`src/core/dcsf_defines.svh`:
```
// Offsets, field positions, reset values and widths of the DMA status-flag block
`ifndef DCSF_DEFINES_SVH
`define DCSF_DEFINES_SVH
`define DCSF_NCH          8
`define DCSF_ADDR_W       8
`define DCSF_OFF_COLL     8'h00
`define DCSF_OFF_ACT      8'h04
`define DCSF_OFF_IRQ_STAT 8'h08
`define DCSF_OFF_IRQ_MASK 8'h0c
`define DCSF_LAST_LSB     8
`define DCSF_LAST_MSB     11
`define DCSF_LAST_NONE    4'hf
`define DCSF_RESP_OKAY    2'h0
`define DCSF_RESP_SLVERR  2'h2
`endif

```
`src/core/dcsf_pkg.sv`:
```
// Types shared by the DMA status-flag block
`include "dcsf_defines.svh"
package dcsf_pkg;
  typedef struct packed {
    logic [`DCSF_ADDR_W-1:0] awaddr;
    logic                    awvalid;
    logic [31:0]             wdata;
    logic [3:0]              wstrb;
    logic                    wvalid;
    logic                    bready;
    logic [`DCSF_ADDR_W-1:0] araddr;
    logic                    arvalid;
    logic                    rready;
  } dcsf_axi_req_type;
  typedef struct packed {
    logic        awready;
    logic        wready;
    logic [1:0]  bresp;
    logic        bvalid;
    logic        arready;
    logic [31:0] rdata;
    logic [1:0]  rresp;
    logic        rvalid;
  } dcsf_axi_rsp_type;
  typedef struct packed {
    logic [`DCSF_NCH-1:0] xfer_done;
    logic [`DCSF_NCH-1:0] ram_collision;
    logic [`DCSF_NCH-1:0] buf_sel;
  } dcsf_chan_type;
  typedef struct packed {
    logic                    aw_full;
    logic [`DCSF_ADDR_W-1:0] aw_addr;
    logic                    w_full;
    logic [31:0]             w_data;
    logic [3:0]              w_strb;
    dcsf_axi_rsp_type        rsp;
    logic [`DCSF_NCH-1:0]    ram_write_collision_flag;
    logic [3:0]              last_active_channel;
    logic [`DCSF_NCH-1:0]    pingpong_buffer_status;
    logic [`DCSF_NCH-1:0]    irq_status;
    logic [`DCSF_NCH-1:0]    irq_mask;
    logic                    irq;
  } dcsf_state_type;
endpackage

```
`src/core/dcsf_status.sv`:
```
// DMA channel status flags with an AXI4-Lite register slave and one interrupt
//
// Behaviour
// (RULE_01) Each channel's RAM write collision flag sets on a detected collision, else stays clear.
// (RULE_02) Last active channel field resets to all ones; codes 1000 to 1110 never produced.
// (RULE_03) Each completed transfer loads the field with that channel's binary number; when several complete in one cycle, the code loads only the highest.
// (RULE_04) Channel 7 ping-pong bit reads 1 for buffer B selected, 0 for A; resets 0.
// (RULE_05) Channels 0 to 6 report their own buffer selection the same way.
// (RULE_06) Activity register is read-only; writes ignored; bits 15 to 12 read zero.
//
// Implementation choices: the register offsets and the AXI4-Lite register port.
`timescale 1ns/1ps
`default_nettype none
`include "dcsf_defines.svh"
module dcsf_status (
  // Clock and reset
  input  wire logic                      aclk,
  input  wire logic                      aresetn,
  // AXI4-Lite slave
  input  wire dcsf_pkg::dcsf_axi_req_type axi_req,
  output var  dcsf_pkg::dcsf_axi_rsp_type axi_rsp,
  // Channel engine events and levels
  input  wire dcsf_pkg::dcsf_chan_type    chan,
  // Interrupt
  output logic                           irq
);
  import dcsf_pkg::*;

  dcsf_state_type st;
  dcsf_state_type next_st;
  logic [3:0]     done_code;
  logic           do_write;
  logic [`DCSF_ADDR_W-1:0] wa;
  logic [`DCSF_ADDR_W-1:0] ra;
  logic [15:0]    clr_bits;

  assign axi_rsp = st.rsp;
  assign irq     = st.irq;

  ////////////////////////////////////////////////////////////////////////////
  // Channel number of a completed transfer; highest channel wins a tie
  always_comb begin
    done_code = 4'h0;
    for (int i = 0; i < `DCSF_NCH; i++) begin
      if (chan.xfer_done[i]) begin
        done_code = 4'(i); // see RULE_03
      end
    end
  end

  assign wa       = {st.aw_addr[`DCSF_ADDR_W-1:2], 2'h0};
  assign ra       = {axi_req.araddr[`DCSF_ADDR_W-1:2], 2'h0};
  assign do_write = st.aw_full && st.w_full && !st.rsp.bvalid;
  // Only the two low byte lanes hold register bits
  assign clr_bits = st.w_data[15:0] & {{8{st.w_strb[1]}}, {8{st.w_strb[0]}}};

  ////////////////////////////////////////////////////////////////////////////
  always_comb begin
    next_st = st;
    // Address and data are taken in either order and held until both are in
    if (axi_req.awvalid && st.rsp.awready) begin
      next_st.aw_full = 1'b1;
      next_st.aw_addr = axi_req.awaddr;
    end
    if (axi_req.wvalid && st.rsp.wready) begin
      next_st.w_full = 1'b1;
      next_st.w_data = axi_req.wdata;
      next_st.w_strb = axi_req.wstrb;
    end
    if (st.rsp.bvalid && axi_req.bready) begin
      next_st.rsp.bvalid = 1'b0;
    end
    // Event flags: clear first, so a set in the same cycle wins
    if (do_write) begin
      next_st.aw_full    = 1'b0;
      next_st.w_full     = 1'b0;
      next_st.rsp.bvalid = 1'b1;
      next_st.rsp.bresp  = `DCSF_RESP_OKAY;
      case (wa)
        `DCSF_OFF_COLL: begin
          next_st.ram_write_collision_flag = st.ram_write_collision_flag & ~clr_bits[`DCSF_NCH-1:0];
        end
        `DCSF_OFF_ACT: begin
          // Read-only: the write is answered and dropped
          next_st.rsp.bresp = `DCSF_RESP_OKAY; // see RULE_06
        end
        `DCSF_OFF_IRQ_STAT: begin
          next_st.irq_status = st.irq_status & ~clr_bits[`DCSF_NCH-1:0];
        end
        `DCSF_OFF_IRQ_MASK: begin
          next_st.irq_mask = clr_bits[`DCSF_NCH-1:0];
        end
        default: begin
          next_st.rsp.bresp = `DCSF_RESP_SLVERR;
        end
      endcase
    end
    next_st.ram_write_collision_flag = next_st.ram_write_collision_flag | chan.ram_collision; // see RULE_01
    next_st.irq_status = next_st.irq_status | chan.xfer_done;
    if (|chan.xfer_done) begin
      next_st.last_active_channel = done_code; // see RULE_02, see RULE_03
    end
    next_st.pingpong_buffer_status = chan.buf_sel; // see RULE_04, see RULE_05
    // Read channel: one outstanding read, answered the cycle after it is taken
    if (st.rsp.rvalid && axi_req.rready) begin
      next_st.rsp.rvalid = 1'b0;
    end
    if (axi_req.arvalid && st.rsp.arready) begin
      next_st.rsp.rvalid = 1'b1;
      next_st.rsp.rresp  = `DCSF_RESP_OKAY;
      next_st.rsp.rdata  = 32'h0;
      case (ra)
        `DCSF_OFF_COLL: begin
          next_st.rsp.rdata[`DCSF_NCH-1:0] = st.ram_write_collision_flag;
        end
        `DCSF_OFF_ACT: begin
          // Upper nibble is left at zero
          next_st.rsp.rdata[`DCSF_LAST_MSB:`DCSF_LAST_LSB] = st.last_active_channel; // see RULE_06
          next_st.rsp.rdata[`DCSF_NCH-1:0] = st.pingpong_buffer_status;
        end
        `DCSF_OFF_IRQ_STAT: begin
          next_st.rsp.rdata[`DCSF_NCH-1:0] = st.irq_status;
        end
        `DCSF_OFF_IRQ_MASK: begin
          next_st.rsp.rdata[`DCSF_NCH-1:0] = st.irq_mask;
        end
        default: begin
          next_st.rsp.rresp = `DCSF_RESP_SLVERR;
        end
      endcase
    end
    next_st.rsp.awready = !next_st.aw_full && !next_st.rsp.bvalid;
    next_st.rsp.wready  = !next_st.w_full && !next_st.rsp.bvalid;
    next_st.rsp.arready = !next_st.rsp.rvalid;
    // Taken from the next state so the pin rises on the same edge as the status bit
    next_st.irq = |(next_st.irq_status & next_st.irq_mask);
  end

  always_ff @(posedge aclk) begin
    if (!aresetn) begin
      st                     <= '0;
      st.last_active_channel <= `DCSF_LAST_NONE; // see RULE_02
    end else begin
      st <= next_st;
    end
  end
endmodule // dcsf_status
`default_nettype wire

```
`config.mk`:
```
export PLATFORM = sky130hd
export DESIGN_NAME = dcsf_status
export DESIGN_NICKNAME = d
export VERILOG_FILES = /design/src/core/dcsf_pkg.sv /design/src/core/dcsf_status.sv
export VERILOG_INCLUDE_DIRS = /design/src /design/src/core
export SDC_FILE = /design/constraint.sdc
export NUM_CORES = 1
export LEC_CHECK = 0
export BUFFER_PORTS_ARGS = -buffer_cell sky130_fd_sc_hd__buf_2
export CAP_MARGIN = 20
export CORE_MARGIN = 3
export CORE_UTILIZATION = 52
export CTS_BUF_LIST = sky130_fd_sc_hd__clkbuf_16
export DETAILED_ROUTE_END_ITERATION = 6
export PLACE_DENSITY = 0.8
export SYNTH_ARGS = -nofsm -noshare
export SYNTH_HDL_FRONTEND = slang
export SYNTH_SLANG_ARGS = --single-unit
```
`constraint.sdc`:
```
create_clock -name aclk -period 4.9 [get_ports aclk]
set_input_delay 0.98 -clock aclk [delete_from_list [all_inputs] [get_ports aclk]]
set_output_delay 0.98 -clock aclk [all_outputs]
set_load 0.02 [all_outputs]
```
==> reports/qor.yml <==
rrSetupSlack_ps: 2660
p_total_uw: 1401
path_cells: "buf_2, or4_4, nor3b_4, a22oi_1, a21o_1, a21oi_2"
initial_core_util_pct: 55.90
diodes: 0
cp-start-kind: "primary input"
slowest_delay_ps: 580
yosys_warnings: 0
fin_util_pct: 63.16
final_common_cell: "dfxtp_1"
gp_congestion: 0.8823
fin_tns_setup_ps: 0
cp_max_fo: 12
cp.depth: 6
cts_resized: 0
row_count: 27
cp.arrival_ps: 2650
r2r-end: "irq$_SDFF_PN0_"
cp-end-kind: "register"
drive_above_1_share_pct: 22.60
hpwlAfterDp_mm: 5.053
synthesis.instances: 367
ios: 125
dr.pass1.iters: 5
path_clk_slew_ps: 50
clockBufferDepth: 2
crit_family: "simple AND/OR/NAND/NOR gates"
cts_root_buf: "clkbuf_16"
whs_ps: 451.2
r2r_start: "st[119]$_SDFFE_PN0P_"
dpl_cell_area_sq_um: 3329
p_per_area_nw_per_um2: 386.2
routedWlPerCell_um: 14.23
avgSynthCellArea_sq_um: 8.748
fin_crit_ps: 2403
crit_type: "primary input to register"
grt_max_degree: 54
async_reset_ff_share_pct: 0
cp-startpoint: "axi_req[7]"
synth_cell_types: 37
hold_viol: 0
slew_viol_final: 0
die_y_um: 84.58
fmax_ghz: 0.4161
die_w_um: 84.58
p_leak_uw: 0.001474
slew_headroom_pct: 36.56
synthTopCellsByArea: "dfxtp_1 46%, buf_4 9.8%, nand2_1 6.3%"
drtIter0Drc: 188
synth-seq-cells: 73
final_cell_mix: "73 x dfxtp_1, 71 x buf_2, 54 x nand2_1"
hold_buffers: 0
drv_cap: 0
buffer_ports.inserted: 71
grt_pass1_wl_mm: 11.48
hp-class: "register to register"
drc: 0
totalWireLength_mm: 6.945
fin_area_sq_um: 3627
postRouteAntennaNets: 0
grt_overflow: 0
antenna_found_initial: 0
clock_skew_ps: 4.503
ys_seq_area_share_pct: 45.52
grt_setup_unrepaired: "no"
grt_pass1_vias: 2420
cts_buffers: 9
coreArea_sq_um: 5743
clock_latency_ps: 320
vdd.ir_drop.worst_mv: 0.2834
vias_per_cell: 5.289
synth_area_leader_cell: "dfxtp_1"
syn-cell-area_sq_um: 3211
worstPathRequired_ps: 5150
crit_end: "axi_rsp[9]$_SDFFE_PN0P_"
yosysTopAreaCellShare_pct: 45.52
fillers: 522
status: "complete, no violations"
post-cts-setup-buffer-count: 0
period_share_pct: 49.05
cts_tree: "built"
crit_buf_inv: 1
clkSinkCount: 73
nNetsFinal: 496
setup-violations-final: 0
crit_path_top_delay_cell: "or4_4"
area_delta_synth_final_pct: 12.98
r2r_cells: 5
h-tree-depth: 3
dieArea_sq_um: 7153
synth_edf_count: 0
worst_slew_pin_slew_ps: 950.2
grtUsageTotal_pct: 20.09
via_count: 2581
synth-main-ff-cell: "dfxtp_1"
==> through the flow <==
stage | worst slack [ps] | std cells
after floorplan | 2540 | 388
after global placement | 2202 | 474
final | 2497 | 488
after CTS | 2505 | 488
after global routing | 2404 | 488
after detailed placement | 2168 | 474
==> power by group <==
group / internal, uW / switching [uW] / leakage [uW] / total (uW)
logic: 39.3 / 67.5 / 0.000729 / 107
clock network: 435 / 221 / 0.000146 / 656
registers: 620 / 18.4 / 0.000600 / 638
==> how the worst min path moves through the flow <==
stage | start | end | slack (ps) | cells past startpoint
after floorplan | st[28]$_SDFFE_PN1P_ | st[28]$_SDFFE_PN1P_ | 420 | 2
after global placement | st[28]$_SDFFE_PN1P_ | st[28]$_SDFFE_PN1P_ | 430 | 2
after detailed placement | st[28]$_SDFFE_PN1P_ | st[28]$_SDFFE_PN1P_ | 440 | 2
after CTS | st[28]$_SDFFE_PN1P_ | st[28]$_SDFFE_PN1P_ | 450 | 2
after global routing | st[28]$_SDFFE_PN1P_ | st[28]$_SDFFE_PN1P_ | 460 | 2
final | st[28]$_SDFFE_PN1P_ | st[28]$_SDFFE_PN1P_ | 450 | 2
==> area by class of cell <==
type	instances	area, sq um	area share, %
multi-input combinational	256	1415	39.01
tap	72	90.09	2.484
inverter	2	7.507	0.2070
clock inverter	5	72.57	2.001
timing repair buffer	71	355.3	9.796
sequential	73	1461	40.29
clock buffer	9	225.2	6.209
==> flip-flops by register name (all words and copies together) (netlist names) <==
name / count
irq: 1
axi_rsp: 19
st: 53
==> routing by layer <==
metal	up-vias	share of wire (%)	track usage [%]
met5	-	0	0
met1	1174	44	25.26
li1	1282	-	-
met4	0	1.1	6.763
met2	115	47	32.17
met3	10	8.3	6.968
==> cells in the mapped netlist (3+ instances only) <==
cell type,count
nand3_1,10
mux2i_1,8
and3_1,5
a21oi_1,37
clkbuf_1,9
dfxtp_1,73
a22oi_1,16
o21ai_0,4
nand2b_1,9
nor2_1,29
nand2_1,54
o22ai_1,12
nor2b_1,3
buf_6,3
a21o_1,8
buf_4,42
a21oi_2,4
and2_1,18
==> tightest hold or removal path, cell delays in order (launching register included) <==
cell and delay, ps:
dfxtp_1 310, nand2_1 50, nand2_1 40
==> cells by family after synthesis <==
logic type,after synthesis,synth area share [%]
flops,73,45.52
compound gates,83,16.02
other cells,1,0.1168
mux,8,2.494
simple gates,143,22.99
buf+inv,59,12.86
Note: power is estimated with default switching activity, not from simulation.
